File: config.mk
export PLATFORM = sky130hd
export DESIGN_NAME = shared_codec_timing_controller
export DESIGN_NICKNAME = d
export VERILOG_FILES = /design/src/shared/codec_timing_pkg.sv /design/src/hw/shared_codec_timing_controller.sv
export VERILOG_INCLUDE_DIRS = /design/src /design/src/shared
export SDC_FILE = /design/constraint.sdc
export NUM_CORES = 1
export LEC_CHECK = 0
export ABC_CLOCK_PERIOD_IN_PS = 5300
export BUFFER_PORTS_ARGS = -buffer_cell sky130_fd_sc_hd__buf_2
export CORE_MARGIN = 4
export CORE_UTILIZATION = 46
export DETAILED_ROUTE_END_ITERATION = 6
export PLACE_DENSITY = 0.62
export SLEW_MARGIN = 10
export SYNTH_ARGS = -nofsm -noshare
export SYNTH_HDL_FRONTEND = slang
export SYNTH_SLANG_ARGS = --single-unit
File: constraint.sdc
create_clock -name clk_i -period 5.3 [get_ports clk_i]
set_clock_uncertainty 0.15 [all_clocks]
set_input_delay 1.06 -clock clk_i [delete_from_list [all_inputs] [get_ports clk_i]]
set_output_delay 1.06 -clock clk_i [all_outputs]
set_load 0.005 [all_outputs]
File: src/shared/codec_timing_consts.svh
`ifndef CODEC_TIMING_CONSTS_SVH
`define CODEC_TIMING_CONSTS_SVH

// Clock
`define CLK_PERIOD_PS     8000
`define CLK_FREQ_KHZ      125000

// Bit clock, rounded to the nearest whole divider
`define BIT_CLK_KHZ       772
`define BIT_CLK_CYC       (((`CLK_FREQ_KHZ * 2) / `BIT_CLK_KHZ + 1) / 2)
`define BIT_CLK_HIGH_CYC  (`BIT_CLK_CYC / 2)

// Slot phases in ns
`define ENCODE_NS         9100
`define NONENC_NS         6500
`define SAMPLE_NS         4550
`define HOLD_NS           1950
`define SLOT_CYC          (((`ENCODE_NS + `NONENC_NS) * 1000) / `CLK_PERIOD_PS)
`define SAMPLE_CYC        ((`SAMPLE_NS * 1000 + `CLK_PERIOD_PS - 1) / `CLK_PERIOD_PS)
`define HOLD_CYC          ((`HOLD_NS * 1000 + `CLK_PERIOD_PS - 1) / `CLK_PERIOD_PS)
`define ENCODE_CYC        (`SLOT_CYC - `SAMPLE_CYC - `HOLD_CYC)

// Decoder output settling with the multiplexer open
`define DEC_SETTLE_NS     500
`define DEC_SETTLE_CYC    ((`DEC_SETTLE_NS * 1000 + `CLK_PERIOD_PS - 1) / `CLK_PERIOD_PS)

// Pattern memory and data path
`define PAT_DEPTH         4
`define PAT_DUR_W         12
`define CODE_W            8
`define CHAN_W            3
`define MAG_BITS          7
`define FIFO_DEPTH        16
`endif

File: src/shared/codec_timing_pkg.sv
package codec_timing_pkg;

    // Phase controls held in the pattern latch
    typedef struct packed {
        logic sample;
        logic hold;
        logic encode;
    } phase_ctrl_t;

    // One pattern memory word
    typedef struct packed {
        logic        last;
        phase_ctrl_t ctrl;
        logic [11:0] dur;
    } pattern_word_t;

    // Channel number with its eight-bit code
    typedef struct packed {
        logic [2:0] chan;
        logic [7:0] code;
    } chan_word_t;

    typedef enum logic [1:0] {
        D_ON     = 2'b00,
        D_LOAD   = 2'b01,
        D_SETTLE = 2'b10,
        D_ADDR   = 2'b11
    } dec_state_t;

endpackage

File: src/hw/shared_codec_timing_controller.sv
`timescale 1ns/1ps
`include "codec_timing_consts.svh"

module codec_word_fifo #(
    parameter int WIDTH = 11,
    parameter int DEPTH = 16
) (
    input  wire logic             clk_i,
    input  wire logic             rst_n_i,
    input  wire logic             in_valid_i,
    output logic                  in_ready_o,
    input  wire logic [WIDTH-1:0] in_data_i,
    output logic                  out_valid_o,
    input  wire logic             out_ready_i,
    output logic [WIDTH-1:0]      out_data_o
);
    localparam int AW = $clog2(DEPTH);

    logic [WIDTH-1:0] mem_q [DEPTH];
    logic [AW:0]      wr_q;
    logic [AW:0]      wr_d;
    logic [AW:0]      rd_q;
    logic [AW:0]      rd_d;
    logic             push;
    logic             pop;

    // Full and empty from pointer wrap bits
    always_comb
    begin
        in_ready_o  = (wr_q[AW] == rd_q[AW]) || (wr_q[AW-1:0] != rd_q[AW-1:0]);
        out_valid_o = (wr_q != rd_q);
        out_data_o  = mem_q[rd_q[AW-1:0]];
        push        = in_valid_i && in_ready_o;
        pop         = out_valid_o && out_ready_i;
        wr_d        = push ? wr_q + 1'b1 : wr_q;
        rd_d        = pop ? rd_q + 1'b1 : rd_q;
    end

    always_ff @(posedge clk_i or negedge rst_n_i)
    begin
        if (!rst_n_i)
        begin
            wr_q <= '0;
            rd_q <= '0;
        end
        else
        begin
            wr_q <= wr_d;
            rd_q <= rd_d;
        end
    end

    // Storage, no reset needed
    always_ff @(posedge clk_i)
    begin
        if (push)
            mem_q[wr_q[AW-1:0]] <= in_data_i;
    end
endmodule

module shared_codec_timing_controller (
    input  wire logic                           clk_i,
    input  wire logic                           rst_n_i,
    input  wire logic                           comp_i,
    input  wire logic                           pattern_we_i,
    input  wire logic [1:0]                     pattern_addr_i,
    input  wire codec_timing_pkg::pattern_word_t pattern_data_i,
    input  wire logic                           dec_valid_i,
    input  wire codec_timing_pkg::chan_word_t    dec_data_i,
    output logic                                dec_ready_o,
    output logic                                bit_clk_o,
    output logic                                sample_o,
    output logic                                hold_o,
    output logic                                encode_o,
    output logic [2:0]                          enc_chan_o,
    output logic [7:0]                          sar_trial_o,
    output logic                                enc_valid_o,
    output codec_timing_pkg::chan_word_t        enc_data_o,
    output logic [7:0]                          dec_code_o,
    output logic                                dec_load_o,
    output logic [2:0]                          mux_addr_o,
    output logic                                output_switch_enable_lead_o
);
    import codec_timing_pkg::*;

    localparam logic [11:0] BIT_CYC    = 12'(`BIT_CLK_CYC);
    localparam logic [11:0] BIT_HIGH   = 12'(`BIT_CLK_HIGH_CYC);
    localparam logic [6:0]  SETTLE_CYC = 7'(`DEC_SETTLE_CYC);

    // Reset pattern: sample, hold, encode
    localparam pattern_word_t PAT0 = '{1'b0, '{1'b1, 1'b0, 1'b0}, 12'(`SAMPLE_CYC)};
    localparam pattern_word_t PAT1 = '{1'b0, '{1'b0, 1'b1, 1'b0}, 12'(`HOLD_CYC)};
    localparam pattern_word_t PAT2 = '{1'b1, '{1'b0, 1'b1, 1'b1}, 12'(`ENCODE_CYC)};
    localparam pattern_word_t PAT3 = '{1'b1, '{1'b0, 1'b0, 1'b0}, 12'h001};

    // Sets a decided bit and raises the next trial bit
    function automatic logic [7:0] sar_step(input logic [7:0] word, input logic [2:0] pos, input logic keep);
        logic [7:0] w;
        w      = word;
        w[pos] = keep;
        if (pos != 3'h0)
            w[pos - 3'h1] = 1'b1;
        return w;
    endfunction

    pattern_word_t rom_q [`PAT_DEPTH];
    pattern_word_t pat_q;
    pattern_word_t pat_d;
    logic [1:0]    addr_q;
    logic [1:0]    addr_d;
    logic [11:0]   dur_q;
    logic [11:0]   dur_d;
    logic [2:0]    chan_q;
    logic [2:0]    chan_d;
    logic          seg_end;
    logic          slot_end;

    logic          comp_meta_q;
    logic          comp_s_q;
    logic [11:0]   div_q;
    logic [11:0]   div_d;
    logic          bclk_q;
    logic          bclk_d;
    logic          enc_prev_q;
    logic          enc_start;
    logic [3:0]    idx_q;
    logic [3:0]    idx_d;
    logic [7:0]    trial_q;
    logic [7:0]    trial_d;
    logic          env_q;
    logic          env_d;
    chan_word_t    encw_q;
    chan_word_t    encw_d;

    dec_state_t    dst_q;
    dec_state_t    dst_d;
    logic [6:0]    set_q;
    logic [6:0]    set_d;
    logic [7:0]    dcode_q;
    logic [7:0]    dcode_d;
    logic [2:0]    dchan_q;
    logic [2:0]    dchan_d;
    logic [2:0]    maddr_q;
    logic [2:0]    maddr_d;
    logic          men_q;
    logic          men_d;
    logic          dload_q;
    logic          dload_d;
    logic          fifo_valid;
    logic          fifo_pop;
    chan_word_t    fifo_data;

    codec_word_fifo #(
        .WIDTH ($bits(chan_word_t)),
        .DEPTH (`FIFO_DEPTH)
    ) dec_fifo (
        .clk_i       (clk_i),
        .rst_n_i     (rst_n_i),
        .in_valid_i  (dec_valid_i),
        .in_ready_o  (dec_ready_o),
        .in_data_i   (dec_data_i),
        .out_valid_o (fifo_valid),
        .out_ready_i (fifo_pop),
        .out_data_o  (fifo_data)
    );

    // Pattern memory, reprogrammable at run time
    always_ff @(posedge clk_i or negedge rst_n_i)
    begin
        if (!rst_n_i)
        begin
            rom_q[0] <= PAT0;
            rom_q[1] <= PAT1;
            rom_q[2] <= PAT2;
            rom_q[3] <= PAT3;
        end
        else if (pattern_we_i)
            rom_q[pattern_addr_i] <= pattern_data_i;
    end

    // Address counter walks the memory into the output latch
    always_comb
    begin
        seg_end  = (dur_q <= 12'h001);
        slot_end = seg_end && pat_q.last;
        addr_d   = addr_q;
        pat_d    = pat_q;
        dur_d    = dur_q - 12'h001;
        chan_d   = slot_end ? chan_q + 3'h1 : chan_q;
        if (seg_end)
        begin
            addr_d = pat_q.last ? 2'h0 : addr_q + 2'h1;
            pat_d  = rom_q[addr_d];
            dur_d  = rom_q[addr_d].dur;
        end
    end

    always_ff @(posedge clk_i or negedge rst_n_i)
    begin
        if (!rst_n_i)
        begin
            addr_q <= 2'h0;
            pat_q  <= PAT0;
            dur_q  <= PAT0.dur;
            chan_q <= 3'h0;
        end
        else
        begin
            addr_q <= addr_d;
            pat_q  <= pat_d;
            dur_q  <= dur_d;
            chan_q <= chan_d;
        end
    end

    // Comparator pin synchroniser
    always_ff @(posedge clk_i or negedge rst_n_i)
    begin
        if (!rst_n_i)
        begin
            comp_meta_q <= 1'b0;
            comp_s_q    <= 1'b0;
        end
        else
        begin
            comp_meta_q <= comp_i;
            comp_s_q    <= comp_meta_q;
        end
    end

    // Bit clock and successive approximation
    always_comb
    begin
        enc_start = pat_q.ctrl.encode && !enc_prev_q;
        if (enc_start)
            div_d = 12'h001;
        else if (div_q == BIT_CYC - 12'h001)
            div_d = 12'h000;
        else
            div_d = div_q + 12'h001;
        bclk_d  = (div_d < BIT_HIGH);
        idx_d   = idx_q;
        trial_d = trial_q;
        env_d   = 1'b0;
        encw_d  = encw_q;
        if (pat_q.ctrl.sample)
            trial_d = 8'h00;
        if (enc_start)
        begin
            trial_d = sar_step(8'h00, 3'h7, comp_s_q);
            idx_d   = 4'h1;
        end
        else if (pat_q.ctrl.encode && div_q == 12'h000 && idx_q != 4'h0 && idx_q <= 4'(`MAG_BITS))
        begin
            trial_d = sar_step(trial_q, 3'(4'h7 - idx_q), comp_s_q);
            idx_d   = idx_q + 4'h1;
            if (idx_q == 4'(`MAG_BITS))
            begin
                env_d  = 1'b1;
                encw_d = '{chan_q, trial_d};
                idx_d  = 4'h0;
            end
        end
    end

    always_ff @(posedge clk_i or negedge rst_n_i)
    begin
        if (!rst_n_i)
        begin
            div_q      <= 12'h000;
            bclk_q     <= 1'b0;
            enc_prev_q <= 1'b0;
            idx_q      <= 4'h0;
            trial_q    <= 8'h00;
            env_q      <= 1'b0;
            encw_q     <= '0;
        end
        else
        begin
            div_q      <= div_d;
            bclk_q     <= bclk_d;
            enc_prev_q <= pat_q.ctrl.encode;
            idx_q      <= idx_d;
            trial_q    <= trial_d;
            env_q      <= env_d;
            encw_q     <= encw_d;
        end
    end

    // Decode side multiplexer sequencing
    always_comb
    begin
        dst_d    = dst_q;
        set_d    = set_q;
        dcode_d  = dcode_q;
        dchan_d  = dchan_q;
        maddr_d  = maddr_q;
        men_d    = men_q;
        dload_d  = 1'b0;
        fifo_pop = 1'b0;
        unique case (dst_q)
            D_ON:
            begin
                if (slot_end && fifo_valid)
                begin
                    men_d = 1'b0;
                    dst_d = D_LOAD;
                end
            end
            D_LOAD:
            begin
                fifo_pop = 1'b1;
                dcode_d  = fifo_data.code;
                dchan_d  = fifo_data.chan;
                dload_d  = 1'b1;
                set_d    = SETTLE_CYC;
                dst_d    = D_SETTLE;
            end
            D_SETTLE:
            begin
                set_d = set_q - 7'h01;
                if (set_q == 7'h01)
                begin
                    maddr_d = dchan_q;
                    dst_d   = D_ADDR;
                end
            end
            D_ADDR:
            begin
                men_d = 1'b1;
                dst_d = D_ON;
            end
        endcase
    end

    always_ff @(posedge clk_i or negedge rst_n_i)
    begin
        if (!rst_n_i)
        begin
            dst_q   <= D_ON;
            set_q   <= 7'h00;
            dcode_q <= 8'h00;
            dchan_q <= 3'h0;
            maddr_q <= 3'h0;
            men_q   <= 1'b0;
            dload_q <= 1'b0;
        end
        else
        begin
            dst_q   <= dst_d;
            set_q   <= set_d;
            dcode_q <= dcode_d;
            dchan_q <= dchan_d;
            maddr_q <= maddr_d;
            men_q   <= men_d;
            dload_q <= dload_d;
        end
    end

    // Outputs straight from flops
    assign bit_clk_o                   = bclk_q;
    assign sample_o                    = pat_q.ctrl.sample;
    assign hold_o                      = pat_q.ctrl.hold;
    assign encode_o                    = pat_q.ctrl.encode;
    assign enc_chan_o                  = chan_q;
    assign sar_trial_o                 = trial_q;
    assign enc_valid_o                 = env_q;
    assign enc_data_o                  = encw_q;
    assign dec_code_o                  = dcode_q;
    assign dec_load_o                  = dload_q;
    assign mux_addr_o                  = maddr_q;
    assign output_switch_enable_lead_o = men_q;
endmodule

# Word-level counts from Yosys, hierarchy flattened
# Memory sizes are Yosys's and may differ from the RTL's. A register that Yosys moved wholly into a read port is not among the register bits.
# Cells that the tools add are included.
[word_totals]
wordCells = 140
reg_bits = 149
mem_bits_rw = 176
input_bits = 34
mem_count = 1
[memory_table]
columns = ["memory", "words", "word_bits", "rd", "rd_clocked_by_memory_dff", "write_ports", "line", "rtl"]
rows = [
  ["dec_fifo.mem_q", 16, 11, 1, 1, 1, "shared_codec_timing_controller.sv:19", "logic [WIDTH-1:0] mem_q [DEPTH];"],
]
[classes]
mux = 34
n_bitwise = 4
n_addsub = 10
reduce_logical = 26
order_cmp = 10
eq_ne = 11
[ops]
columns = ["operator", "n"]
rows = [
  ["$bwmux W64", 1],
  ["$mux W16", 3],
  ["$mux W12", 3],
  ["$bmux W16 S2", 1],
  ["$demux W16 S2", 1],
  ["$mux W8", 4],
  ["$pmux W7 S2", 1],
  ["$add A12 B1 Y12 const B", 1],
  ["$eq A12 B8 Y1 const B", 1],
  ["$le A12 B1 Y1 const B", 1],
  ["$logic_not A12 Y1", 1],
  ["$lt A12 B7 Y1 const B", 1],
  ["$mux W4", 3],
  ["$sub A12 B1 Y12 const B", 1],
  ["$logic_and A1 B1 Y1", 11],
  ["$add A5 B1 Y5 const B", 2],
  ["$mux W1", 9],
  ["$bwmux W8", 1],
  ["$lt A3 B4 Y1 const B", 2],
  ["$or A8 B8 Y8", 1],
  ["$pmux W2 S4", 1],
  ["$eq A7 B1 Y1 const B", 1],
  ["$sub A7 B1 Y7 const B", 1],
  ["$demux W1 S3", 2],
  ["28 further kinds", 41],
]

# Depth between registers and ports, before layout
# Gate-level depths: netlist (run 1).
[logic_depth]
ltp_word = 10
mapped_depth = 8
depth_no_buf = 7

# Hierarchy
# Synthesis (run 1) repeated with hierarchy kept, for this count alone.
[hier_totals]
hier_cells = 917
area_unflattened_um2 = 14397.6
[modules_own_cells]
columns = ["module", "area_per_inst_um2", "instances", "cells_per_inst"]
rows = [
  ["codec_word_fifo", 7420.9, 1, 356],
  ["shared_codec_timing_controller", 6976.7, 1, 561],
]

# Worst setup path before layout (run 1)
# No wires, ideal clock.
[synth_path]
path_type = "input -> register"
start = "in dec_valid_i"
end = "mem dec_fifo.mem_q[1][0] (enable)"
t_arrival_ps = 2531
n_path_buf = 0
required_time_ps = 4738
slack_ps = 2206
path_stages = 2
path_cell_list = "o21ai_0 -> nor4b_1"
[synth_via]
elab_chain_cells = 3
[synth_lines]
columns = ["item", "line", "rtl"]
rows = [
  ["from (decl)", "shared_codec_timing_controller.sv:68", "input wire logic dec_valid_i,"],
  ["$logic_and A1 B1 Y1", "shared_codec_timing_controller.sv:33", "push = in_valid_i && in_ready_o;"],
  ["$mux W1", "shared_codec_timing_controller.sv:56", "if (push)"],
  ["$mux W1 (not written as such)", "shared_codec_timing_controller.sv:57", "mem_q[wr_q[AW-1:0]] <= in_data_i;"],
  ["to (decl)", "shared_codec_timing_controller.sv:19", ""],
]
# Every way passes these cells.

# Worst setup path in the final report (run 1)
[layout_path]
start = "reg dec_fifo.rd_q[3]"
end = "out dec_ready_o"
[layout_via]
elab_chain_cells = 2
[layout_lines]
columns = ["item", "line", "rtl"]
rows = [
  ["from (decl)", "shared_codec_timing_controller.sv:22", "logic [AW:0] rd_q;"],
  ["from (signal assigned)", "shared_codec_timing_controller.sv:49", "rd_q <= rd_d;"],
  ["$ne A4 B4 Y1", "shared_codec_timing_controller.sv:30", "in_ready_o = (wr_q[AW] == rd_q[AW]) || (wr_q[AW-1:0] != rd_q[AW-1:0]);"],
  ["$logic_or A1 B1 Y1", "shared_codec_timing_controller.sv:30", ""],
  ["to (decl)", "shared_codec_timing_controller.sv:70", "output logic dec_ready_o,"],
]
# Every way passes these cells.

==> impl_summary.txt, run 1 <==
----------------------------------------------------
[Job]
  Count of max-cap constraint violations ... 0

[STA]
  Final number of max-transition violations ... 0
  Slew at the pin with the worst max-slew slack ... around 1.1 ns
  Total negative slack ... 0 ns
  Relative slew slack ... 28.6%
  Highest Clock Rate ... 0.299 GHz
  Setup repair after global routing missed its margin ... no
  Worst hold slack across all endpoints ... 0.199 ns
  Fraction of the cycle the final worst path needs ... a little over three fifths
  Min Tclk post-route ... 3.34 ns
  Total setup violations reported at the end of the flow ... 0
  Final number of hold-violating endpoints ... 0

[Critical path]
  Kind of capture point of the worst setup path ... output port
  Startpoint type of the worst setup path ... flop
  Data required time of the critical path ... a little over 4 ns
  WS Path Type ... flop to output port
  Data arrival time at the worst-slack endpoint ... ~2.1 ns
  CP Max Fanout ... 14

[Place]
  Post-detailed-placement half-perimeter wirelength ... between 15000 and 20000 um
  Post-detailed-placement cell area ... 15100 um^2
  Final weighted congestion in routability-driven placement ... about 0.84
  Buffers on Ports ... 74

[Global route]
  Overall overflow remaining after global route ... 0
  Via count of the first global-routing pass ... slightly below 8000
  Initial antenna violation count ... 0
  Global-route wire length before repair ... roughly 46000 um
  Total track usage ... 17.4%
  Largest net degree at the start of global routing ... 89

[Synthesis]
  Count of synthesis-stage warnings from yosys ... 0
  Cell area after synthesis ... 14300 um^2
  Most frequently used flop master after synthesis ... sky130_fd_sc_hd__edfxtp_1
  Synthesized flop and latch total ... 336
  Number of unique standard cell types used by synthesis ... approximately 60
  Most common cell in the netlist ... sky130_fd_sc_hd__edfxtp_1
  Sequential share of the synthesized area ... roughly 65%
  Count of flip-flops with a built-in enable after synthesis ... ~180
  Syn Nets ... between 900 and 1000
  Post-synthesis area per instance ... around 16 um^2
  Fraction of post-synthesis cell area in the top cell type by area ... a little under two fifths
  Mapped Cells ... around 870
  Most instantiated cells after synthesis ... sky130_fd_sc_hd__edfxtp_1, sky130_fd_sc_hd__dfrtp_1, sky130_fd_sc_hd__mux2_2
  Most area-hungry cell type in the Yosys netlist ... sky130_fd_sc_hd__edfxtp_1
  Largest cells by area after synthesis ... sky130_fd_sc_hd__edfxtp_1, sky130_fd_sc_hd__dfrtp_1, sky130_fd_sc_hd__mux4_2, sky130_fd_sc_hd__mux2_2, sky130_fd_sc_hd__dfstp_2
  Post-synth ARST share ... around 48%

[Routing]
  Met1 routed wirelength after detailed routing ... around 13000 um
  Post-detailed-route wirelength per cell ... ~21 um
  Routed length on met3 ... 1220 um
  WL final ... 28800 um
  First-pass iteration count of the detailed router ... 4
  DRC violations left ... 0
  Total met2 wirelength after detailed routing ... approximately 14000 um
  Per-cell via count in the routed design ... between 5 and 6
  Iteration-0 DRC Markers ... 543
  Top Layer Used ... met4
  Antenna viol nets, final ... 0
  Via total after detailed routing ... 7629

[CTS]
  Number of setup buffers added after CTS ... 0
  Number of instances resized during post-cts repair ... 0
  Clock latency of the later-clocked register in the worst-skew pair ... approximately 0.5 ns
  Clk Tree Root Cell ... sky130_fd_sc_hd__clkbuf_16
  Maximum level of the CTS H-tree ... 2
  Clk buf depth ... 3
  Number of buffers inserted for hold repair after clock tree synthesis ... 0
  CTS clock-pin slew for the worst setup and hold paths ... around 0.060 ns
  Number of CTS-inserted buffers ... 37
  Number of clock sinks seen by CTS ... between 300 and 400
  Clock tree from TritonCTS ... done

[Floorplanning]
  Die area ... ~34000 um^2
  Chip Height ... 184 um
  Number of placement rows ... between 60 and 70
  Width of the chip ... between 150 and 200 um
  I/O pin count ... 75
  CORE AREA ... roughly 31000 um^2
  Starting utilization of the core area ... between 40% and 50%

[Worst hold path]
  Class of the most critical hold timing path ... flop to flop

[Status]
  Status ... finished, final reports clean

[Final layout]
  Share of final-layout standard cells stronger than drive strength 1 ... around 35%
  Inserted Diodes ... 0
  Net count of the finished layout ... just over 1000
  End-of-flow core utilization ... between 50% and 60%
  Final Instance Area ... 16300 um^2
  Area overhead of the layout relative to synthesis ... 14.4%
  Number of fill cells in the layout ... around 2500

[Power and ir drop]
  Static power due to leakage ... 6.27 nW
  Tot Pwr ... approximately 0.0085 W
  Peak supply drop ... ~330 uV
  Power per cell area ... 521 nW/um^2

----------------------------------------------------
critical path, stage by stage (launching register included):
cell and delay [ns]:
sky130_fd_sc_hd__dfrtp_1 0.84, sky130_fd_sc_hd__xnor2_1 0.21, sky130_fd_sc_hd__and4_1 0.29, sky130_fd_sc_hd__nand2_1 0.13, sky130_fd_sc_hd__buf_2 0.17
layout by cell type, fill, tap and decap left out, types with 20 or more instances in the layout:
cell	count
sky130_fd_sc_hd__mux2_2	91
sky130_fd_sc_hd__inv_1	20
sky130_fd_sc_hd__nand2_1	48
sky130_fd_sc_hd__clkbuf_16	38
sky130_fd_sc_hd__ha_1	22
sky130_fd_sc_hd__mux4_2	70
sky130_fd_sc_hd__dfstp_2	28
sky130_fd_sc_hd__edfxtp_1	176
sky130_fd_sc_hd__dfrtp_1	130
sky130_fd_sc_hd__xnor2_1	30
sky130_fd_sc_hd__nor2_1	32
sky130_fd_sc_hd__buf_2	73
sky130_fd_sc_hd__o21ai_0	30
cell type report:
| type | count | area, um^2 | share of cell area [%] |
|---|---|---|---|
| timing repair buffer | 86 | 479 | 2.93 |
| sequential | 336 | 9330 | 57.1 |
| clock buffer | 48 | 998 | 6.11 |
| clock inverter | 19 | 216 | 1.32 |
| multi-input combinational | 476 | 4750 | 29.1 |
| tap | 396 | 495 | 3.03 |
| inverter | 20 | 75.1 | 0.459 |
metal layers:
layer  vias to the layer above  GRT usage, %
met4                         0          3.64
met3                        33          2.84
met5                         -             0
met1                      3934          25.9
met2                       140          27.6
li1                       3522             -
where the power goes:
group | switching (W) | leakage (nW) | internal [W] | total [W]
clock network | 0.00100 | 0.592 | 0.00153 | 0.00254
logic | 0.00119 | 2.17 | 0.00119 | 0.00238
registers | 0.000360 | 3.51 | 0.00324 | 0.00360
path summary, 6_finish.rpt:
path / startpoint / end / slack, ns / cells after the start
setup / recovery: dec_fifo.rd_q[3]$_DFFE_PN0P_ / dec_ready_o / 1.96 / 4
hold / removal: comp_meta_q$_DFF_PN0_ / comp_s_q$_DFF_PN0_ / 0.20 / 0
setup reg to reg: dec_fifo.rd_q[3]$_DFFE_PN0P_ / dec_fifo.mem_q[5][8]$_DFFE_PP_ / 2.06 / 5
hold reg to reg: comp_meta_q$_DFF_PN0_ / comp_s_q$_DFF_PN0_ / 0.20 / 0
max in group asynchronous: rst_n_i / rom_q[57]$_DFFE_PN1P_ / 3.55 / 2
min in group asynchronous: rst_n_i / dec_fifo.rd_q[4]$_DFFE_PN0P_ / 0.51 / 1
cell families (layout without fill, tap and decap cells):
group	Yosys count	after routing	share of synthesized area [%]
xor+xnor	39	39	2.39
mux	171	171	18.9
flops	336	336	65.2
compound gates	71	71	3.23
simple gates	173	173	6.43
fa+ha+maj	22	22	1.93
buf+inv	61	173	1.86
sequential cells by signal, summed over array words and instances, names as in the netlist, 2 cells and up:
name,count
dec_fifo.rd_q,5
idx_q,4
mux_addr_o,3
dec_code_o,8
rom_q,64
set_q,7
dst_q,2
sar_trial_o,8
enc_chan_o,3
dec_fifo.mem_q,176
addr_q,2
dur_q,12
dec_fifo.wr_q,5
enc_data_o,11
dchan_q,3
div_q,12
metrics by stage:
| step | instances | worst slack, ns |
|---|---|---|
| floorplan | 873 | 2.21 |
| global placement | 1314 | 2.08 |
| detailed placement | 1314 | 2.02 |
| CTS | 1381 | 1.91 |
| global route | 1381 | 1.75 |
| finish | 1381 | 1.96 |
No activity file was read; power rests on OpenSTA's default activity.
==> run 2, diff against run 1 <==
--- a/config.mk
+++ b/config.mk
@@ -6,7 +6,7 @@
 export SDC_FILE = /design/constraint.sdc
 export NUM_CORES = 1
 export LEC_CHECK = 0
-export ABC_CLOCK_PERIOD_IN_PS = 5300
+export ABC_CLOCK_PERIOD_IN_PS = 3200
 export BUFFER_PORTS_ARGS = -buffer_cell sky130_fd_sc_hd__buf_2
 export CORE_MARGIN = 4
 export CORE_UTILIZATION = 46
==> constraint.sdc (replaced) <==
create_clock -name clk_i -period 3.2 [get_ports clk_i]
set_clock_uncertainty 0.15 [all_clocks]
set_input_delay 0.64 -clock clk_i [delete_from_list [all_inputs] [get_ports clk_i]]
set_output_delay 0.64 -clock clk_i [all_outputs]
set_load 0.005 [all_outputs]
==> run 2 against run 1 <==
Effect of this change: worst hold slack lost 0.11 ns; power grew 62%; combinational power grew 67%; critical path depth grew 3; critical path type is now flop to flop; largest cell class unchanged; highest routed layer is now met5.
==> impl_summary.txt, run 2 (synthesis results as in run 1) <==
----------------------------------------------------
[Status]
  Status ... finished, final reports clean

[Floorplanning]
  CORE AREA ... 30600 um^2 (unchanged)
  Width of the chip ... 184 um (unchanged)
  Starting utilization of the core area ... 46.7% (unchanged)
  Chip Height ... 184 um (unchanged)
  I/O pin count ... 75 (unchanged)
  Die area ... 33900 um^2 (unchanged)
  Number of placement rows ... 64 (unchanged)

[Critical path]
  Kind of capture point of the worst setup path ... flop
  Cell chain of the critical path ... inv_1 > ha_1 > nand2b_1 > nand3_1 > nor3_2 > and2_1 > mux2_2
  CP Max Fanout ... 16 (+2)
  Path depth of the worst reg2reg path ... 7 (+2)
  R2r endpoint ... enc_data_o[4]$_DFFE_PN0P_
  Data required time of the critical path ... 3.44 ns (-0.65 ns)
  Startpoint of the most critical register-to-register path ... idx_q[0]$_DFFE_PN0P_
  Startpoint type of the worst setup path ... flop
  Worst R2R Setup Slack ... 0.54 ns (-1.52 ns)
  WS Path Type ... flop to flop
  Delay of the slowest critical-path stage ... 0.61 ns (-0.23 ns)
  Total buffers and inverters traversed by the critical path ... 1 (unchanged)
  Largest delay share family, worst path ... simple AND/OR/NAND/NOR gates
  Slowest stage cell, crit path ... sky130_fd_sc_hd__dfrtp_1
  Data arrival time at the worst-slack endpoint ... 2.90 ns (+0.77 ns)

[Global route]
  Via count of the first global-routing pass ... 7893 (-0.076%)
  Overall overflow remaining after global route ... 0 (unchanged)
  Total track usage ... 17.6% (+0.16 points)
  Largest net degree at the start of global routing ... 86 (-3.4%)
  Global-route wire length before repair ... 46400 um (+0.27%)
  Initial antenna violation count ... 2 (+2)

[Final layout]
  End-of-flow core utilization ... 53.9% (+0.50 points)
  Inserted Diodes ... 0 (unchanged)
  Commonest cells after routing, fill and taps aside ... sky130_fd_sc_hd__edfxtp_1, sky130_fd_sc_hd__dfrtp_1, sky130_fd_sc_hd__mux2_2, sky130_fd_sc_hd__buf_2, sky130_fd_sc_hd__mux4_2
  Share of final-layout standard cells stronger than drive strength 1 ... 36.8% (+1.3 points)
  Area overhead of the layout relative to synthesis ... 15.4%
  Net count of the finished layout ... 1043 (+3.0%)
  Flip-flop count of the largest register, all copies and words added ... 176 (unchanged)
  Most common cell after layout, fill and taps aside ... sky130_fd_sc_hd__edfxtp_1

[Power and ir drop]
  Peak supply drop ... 432 uV (+31%)
  Power per cell area ... 837 nW/um^2 (+61%)
  Static power due to leakage ... 6.38 nW (+1.8%)
  Tot Pwr ... 0.0138 W (+62%)

[STA]
  Min Tclk post-route ... ~2.7 ns
  Final number of hold-violating endpoints ... 0 (unchanged)
  Slew at the pin with the worst max-slew slack ... 0.687 ns (-0.381 ns)
  Fraction of the cycle the final worst path needs ... 83.2%
  Total setup violations reported at the end of the flow ... 0 (unchanged)
  Relative slew slack ... 54.2% (+26 points)
  Highest Clock Rate ... 0.376 GHz
  Final number of max-transition violations ... 0 (unchanged)
  Setup WS post-layout ... 0.538 ns (-1.42 ns)
  Total negative slack ... 0 ns (unchanged)
  Setup repair after global routing missed its margin ... no

[CTS]
  Clock tree from TritonCTS ... done
  Clk Tree Root Cell ... sky130_fd_sc_hd__clkbuf_16
  Maximum level of the CTS H-tree ... 2 (unchanged)
  CTS clock-pin slew for the worst setup and hold paths ... 0.05 ns (about the same)
  Clk buf depth ... 3 (unchanged)
  Number of clock sinks seen by CTS ... 336 (unchanged)
  Number of CTS-inserted buffers ... 37 (unchanged)
  Clock latency of the later-clocked register in the worst-skew pair ... 0.52 ns (about the same)

[Worst hold path]
  Class of the most critical hold timing path ... primary input to flop
  Hold path depth ... 1 (+1)
  Startpoint of the most critical hold path ... comp_i
  Destination of the worst hold path ... comp_meta_q$_DFF_PN0_

[Routing]
  DRC violations left ... 0 (unchanged)
  First-pass iteration count of the detailed router ... 4 (unchanged)
  Antenna viol nets, final ... 0 (unchanged)
  Via total after detailed routing ... 7767 (+1.8%)
  Met1 routed wirelength after detailed routing ... 13500 um (+0.28%)
  WL final ... 29200 um (+1.6%)
  Total met2 wirelength after detailed routing ... 13700 um (+0.76%)
  Top Layer Used ... met5
  Post-detailed-route wirelength per cell ... 20.7 um (-0.39%)
  Routed length on met3 ... 1400 um (+14%)
  Per-cell via count in the routed design ... 5.52 (-0.14%)
  Iteration-0 DRC Markers ... 529 (-2.6%)

[Job]
  Count of max-cap constraint violations ... 0 (unchanged)

[Place]
  Final weighted congestion in routability-driven placement ... 0.769 (-7.9%)
  Worst-case setup slack after placement ... 0.534 ns (-1.49 ns)
  Buffers on Ports ... 74 (unchanged)
  Post-detailed-placement half-perimeter wirelength ... 17900 um (-0.55%)

----------------------------------------------------
run 2: stage by stage:
step	instance area, um^2	instances	hold WS (ns)
after CTS	16500	1408	0.0628
after detailed placement	15400	1343	0.196
after global routing	16500	1408	0.0661
after floorplan	14300	873	0.181
final	16500	1408	0.0856
after global placement	15400	1343	0.187
run 2: worst max path at each step:
stage,from,endpoint,slack (ns),cells past startpoint
5_1_grt,idx_q[0]$_DFFE_PN0P_,enc_data_o[4]$_DFFE_PN0P_,0.35,7
4_1_cts,idx_q[0]$_DFFE_PN0P_,enc_data_o[4]$_DFFE_PN0P_,0.51,7
3_3_place_gp,idx_q[0]$_DFFE_PN0P_,enc_data_o[10]$_DFFE_PN0P_,0.63,7
6_report,idx_q[0]$_DFFE_PN0P_,enc_data_o[4]$_DFFE_PN0P_,0.54,7
2_1_floorplan,dec_fifo.rd_q[0]$_DFFE_PN0P_,dec_fifo.mem_q[1][0]$_DFFE_PP_,0.19,6
3_5_place_dp,idx_q[0]$_DFFE_PN0P_,enc_data_o[4]$_DFFE_PN0P_,0.53,7
run 2: cell type report:
| cell class | count | area, um^2 |
|---|---|---|
| clock buffer | 53 | 1020 |
| clock inverter | 11 | 111 |
| fill | 2456 | 14100 |
| inverter | 20 | 75.1 |
| multi-input combinational | 476 | 4750 |
| sequential | 336 | 9330 |
| tap | 396 | 495 |
| timing repair buffer | 116 | 719 |
run 2: per-layer routing:
layer / vias up / global-route usage (%)
li1: 3570 / -
met1: 3994 / 26.4
met2: 158 / 27.3
met3: 41 / 2.96
met4: 4 / 4.20
met5: - / 0
run 2: where the power goes:
group          internal (W)  total, W  leakage, nW  switching [W]
Clock               0.00230   0.00393        0.544        0.00163
Sequential          0.00536   0.00589         3.51       0.000533
Combinational       0.00204   0.00397         2.33        0.00193
Total               0.00971    0.0138         6.38        0.00409
run 2: repair_timing:
action / 4_1_cts / 5_1_grt
endpoints found under the hold margin: 37 / 0
gates resized for setup: 0 / 0
hold buffers: 1 / 0
buffers inserted: 0 / 0
==> run 3, diff against run 2 <==
--- a/config.mk
+++ b/config.mk
@@ -6,7 +6,7 @@
 export SDC_FILE = /design/constraint.sdc
 export NUM_CORES = 1
 export LEC_CHECK = 0
-export ABC_CLOCK_PERIOD_IN_PS = 3200
+export ABC_CLOCK_PERIOD_IN_PS = 2680
 export BUFFER_PORTS_ARGS = -buffer_cell sky130_fd_sc_hd__buf_2
 export CORE_MARGIN = 4
 export CORE_UTILIZATION = 46
==> constraint.sdc (replaced) <==
create_clock -name clk_i -period 2.68 [get_ports clk_i]
set_clock_uncertainty 0.15 [all_clocks]
set_input_delay 0.536 -clock clk_i [delete_from_list [all_inputs] [get_ports clk_i]]
set_output_delay 0.536 -clock clk_i [all_outputs]
set_load 0.005 [all_outputs]
==> run 3 against run 2 <==
Effect of this change: clock-buffer cell count is 3 lower; critical path depth is 3 lower; highest routed layer unchanged; combinational power is 24% higher; worst hold slack better by 0.071 ns; first-iteration DRC count is 8.7% higher; final cell count is 0.99% higher; via count is 0.77% higher; routed wire length is 0.50% higher.
==> impl_summary.txt, run 3 (synthesis results as in run 1) <==
----------------------------------------------------
[Power and ir drop]
  Peak supply drop ... 499 uV (+16%)
  Power per cell area ... 1020 nW/um^2 (+22%)
  Static power due to leakage ... 6.50 nW (+2.0%)

[CTS]
  Number of clock sinks seen by CTS ... 336 (unchanged)
  Number of CTS-inserted buffers ... 38 (+2.7%)
  Clock tree from TritonCTS ... done
  Clk Tree Root Cell ... sky130_fd_sc_hd__clkbuf_16
  Number of setup buffers added after CTS ... 0 (unchanged)
  Clk buf depth ... 3 (unchanged)
  CTS clock-pin slew for the worst setup and hold paths ... 0.06 ns (about the same)
  Clock latency of the later-clocked register in the worst-skew pair ... 0.51 ns (about the same)
  Maximum level of the CTS H-tree ... 2 (unchanged)
  Number of instances resized during post-cts repair ... 0 (unchanged)

[Final layout]
  Share of final-layout standard cells stronger than drive strength 1 ... 37.7% (+0.96 points)
  Commonest cells after routing, fill and taps aside ... sky130_fd_sc_hd__edfxtp_1, sky130_fd_sc_hd__dfrtp_1, sky130_fd_sc_hd__mux2_2, sky130_fd_sc_hd__buf_2, sky130_fd_sc_hd__mux4_2
  Flip-flop count of the largest register, all copies and words added ... 176 (unchanged)
  Area overhead of the layout relative to synthesis ... 17.1%
  Number of fill cells in the layout ... 2504 (+2.0%)
  Inserted Diodes ... 0 (unchanged)
  End-of-flow core utilization ... 54.7% (+0.78 points)
  Net count of the finished layout ... 1053 (+0.96%)
  Most common cell after layout, fill and taps aside ... sky130_fd_sc_hd__edfxtp_1

[Routing]
  WL final ... 29400 um (+0.50%)
  Per-cell via count in the routed design ... 5.50 (-0.22%)
  First-pass iteration count of the detailed router ... 4 (unchanged)
  Iteration-0 DRC Markers ... 575 (+8.7%)
  Via total after detailed routing ... 7827 (+0.77%)
  Antenna viol nets, final ... 0 (unchanged)
  Post-detailed-route wirelength per cell ... 20.6 um (-0.49%)
  DRC violations left ... 0 (unchanged)

[Critical path]
  Delay of the slowest critical-path stage ... 0.46 ns (-0.15 ns)
  Data required time of the critical path ... 1.99 ns (-1.45 ns)
  Total buffers and inverters traversed by the critical path ... 1 (unchanged)
  Largest delay share family, worst path ... flip-flops
  WS Path Type ... flop to output port
  Kind of capture point of the worst setup path ... output port
  Slowest stage cell, crit path ... sky130_fd_sc_hd__dfrtp_2
  Data arrival time at the worst-slack endpoint ... 1.76 ns (-1.14 ns)
  CP Max Fanout ... 5 (-11)
  Cell chain of the critical path ... xnor2_1 > and4_1 > nand2_1 > buf_2
  Startpoint type of the worst setup path ... flop

[STA]
  Slew at the pin with the worst max-slew slack ... 0.774 ns (+0.0868 ns)
  Setup WS post-layout ... 0.238 ns (-0.299 ns)
  Relative slew slack ... 48.4% (-5.8 points)
  Total setup violations reported at the end of the flow ... 0 (unchanged)
  Worst hold slack across all endpoints ... 0.157 ns (+0.0714 ns)
  Final number of max-transition violations ... 0 (unchanged)
  Setup repair after global routing missed its margin ... no
  Min Tclk post-route ... 2.44 ns
  Fraction of the cycle the final worst path needs ... 91.1%
  Highest Clock Rate ... 0.410 GHz
  Final number of hold-violating endpoints ... 0 (unchanged)

[Floorplanning]
  Chip Height ... 184 um (unchanged)
  Width of the chip ... 184 um (unchanged)
  Starting utilization of the core area ... 46.7% (unchanged)
  I/O pin count ... 75 (unchanged)
  CORE AREA ... 30600 um^2 (unchanged)
  Die area ... 33900 um^2 (unchanged)
  Number of placement rows ... 64 (unchanged)

[Global route]
  Largest net degree at the start of global routing ... 48 (-44%)
  Initial antenna violation count ... 1 (-1)
  Overall overflow remaining after global route ... 0 (unchanged)
  Total track usage ... 17.4% (-0.23 points)
  Global-route wire length before repair ... 45700 um (-1.5%)
  Via count of the first global-routing pass ... 7861 (-0.41%)

[Place]
  Buffers on Ports ... 74 (unchanged)
  Worst-case setup slack after placement ... 0.228 ns (-0.306 ns)
  Final weighted congestion in routability-driven placement ... 0.743 (-3.5%)
  Post-detailed-placement half-perimeter wirelength ... 18000 um (+0.27%)

[Status]
  Status ... finished, final reports clean

[Job]
  Count of max-cap constraint violations ... 0 (unchanged)

[Worst hold path]
  Class of the most critical hold timing path ... primary input to flop

----------------------------------------------------
run 3: repair_timing:
action,CTS,global route
hold endpoints to repair,36,0
setup endpoints to repair,0,0
hold buffers,2,0
run 3: area by class of cell:
cell class / instances / area, um^2 / share of cell area (%)
sequential: 336 / 9330 / 55.7
timing repair buffer: 125 / 815 / 4.87
inverter: 20 / 75.1 / 0.449
clock inverter: 19 / 191 / 1.14
tap: 396 / 495 / 2.96
multi-input combinational: 476 / 4750 / 28.4
clock buffer: 50 / 1080 / 6.45
run 3: metrics by stage:
step / area (um^2) / TNS, ns / power (W) / instances
4_1_cts: 16700 / 0 / 0.0173 / 1422
2_1_floorplan: 14300 / -13.83 / 0.0105 / 873
3_3_place_gp: 15400 / 0 / 0.0120 / 1351
3_5_place_dp: 15400 / 0 / 0.0121 / 1351
5_1_grt: 16700 / 0 / 0.0180 / 1422
6_report: 16700 / 0 / 0.0171 / 1422
run 3: final timing paths:
check | start | cells after the start | to | slack, ns
min in group asynchronous | rst_n_i | 2 | dec_code_o[2]$_DFFE_PN0P_ | 0.39
max reg2reg | dur_q[2]$_DFF_PN0_ | 5 | dst_q[1]$_DFFE_PN0P_ | 0.24
min | pattern_data_i[13] | 2 | rom_q[45]$_DFFE_PN1P_ | 0.16
min reg2reg | comp_meta_q$_DFF_PN0_ | 0 | comp_s_q$_DFF_PN0_ | 0.20
max | dec_fifo.rd_q[0]$_DFFE_PN0P_ | 4 | dec_ready_o | 0.24
max in group asynchronous | rst_n_i | 3 | rom_q[0]$_DFFE_PN1P_ | 1.25
run 3: layer usage:
layer,up-vias,global-route usage (%),share of wire (%)
met3,49,2.61,5.5
met4,2,4.44,2.0
li1,3585,-,-
met5,-,0,0.044
met2,162,27.2,46
met1,4029,25.9,46
run 3: power breakdown:
| group | leakage (nW) | switching (W) | total [W] | internal, W |
|---|---|---|---|---|
| registers | 3.51 | 0.000555 | 0.00696 | 0.00640 |
| logic | 2.38 | 0.00246 | 0.00494 | 0.00248 |
| clock network | 0.619 | 0.00198 | 0.00520 | 0.00322 |
| total | 6.50 | 0.00500 | 0.0171 | 0.0121 |
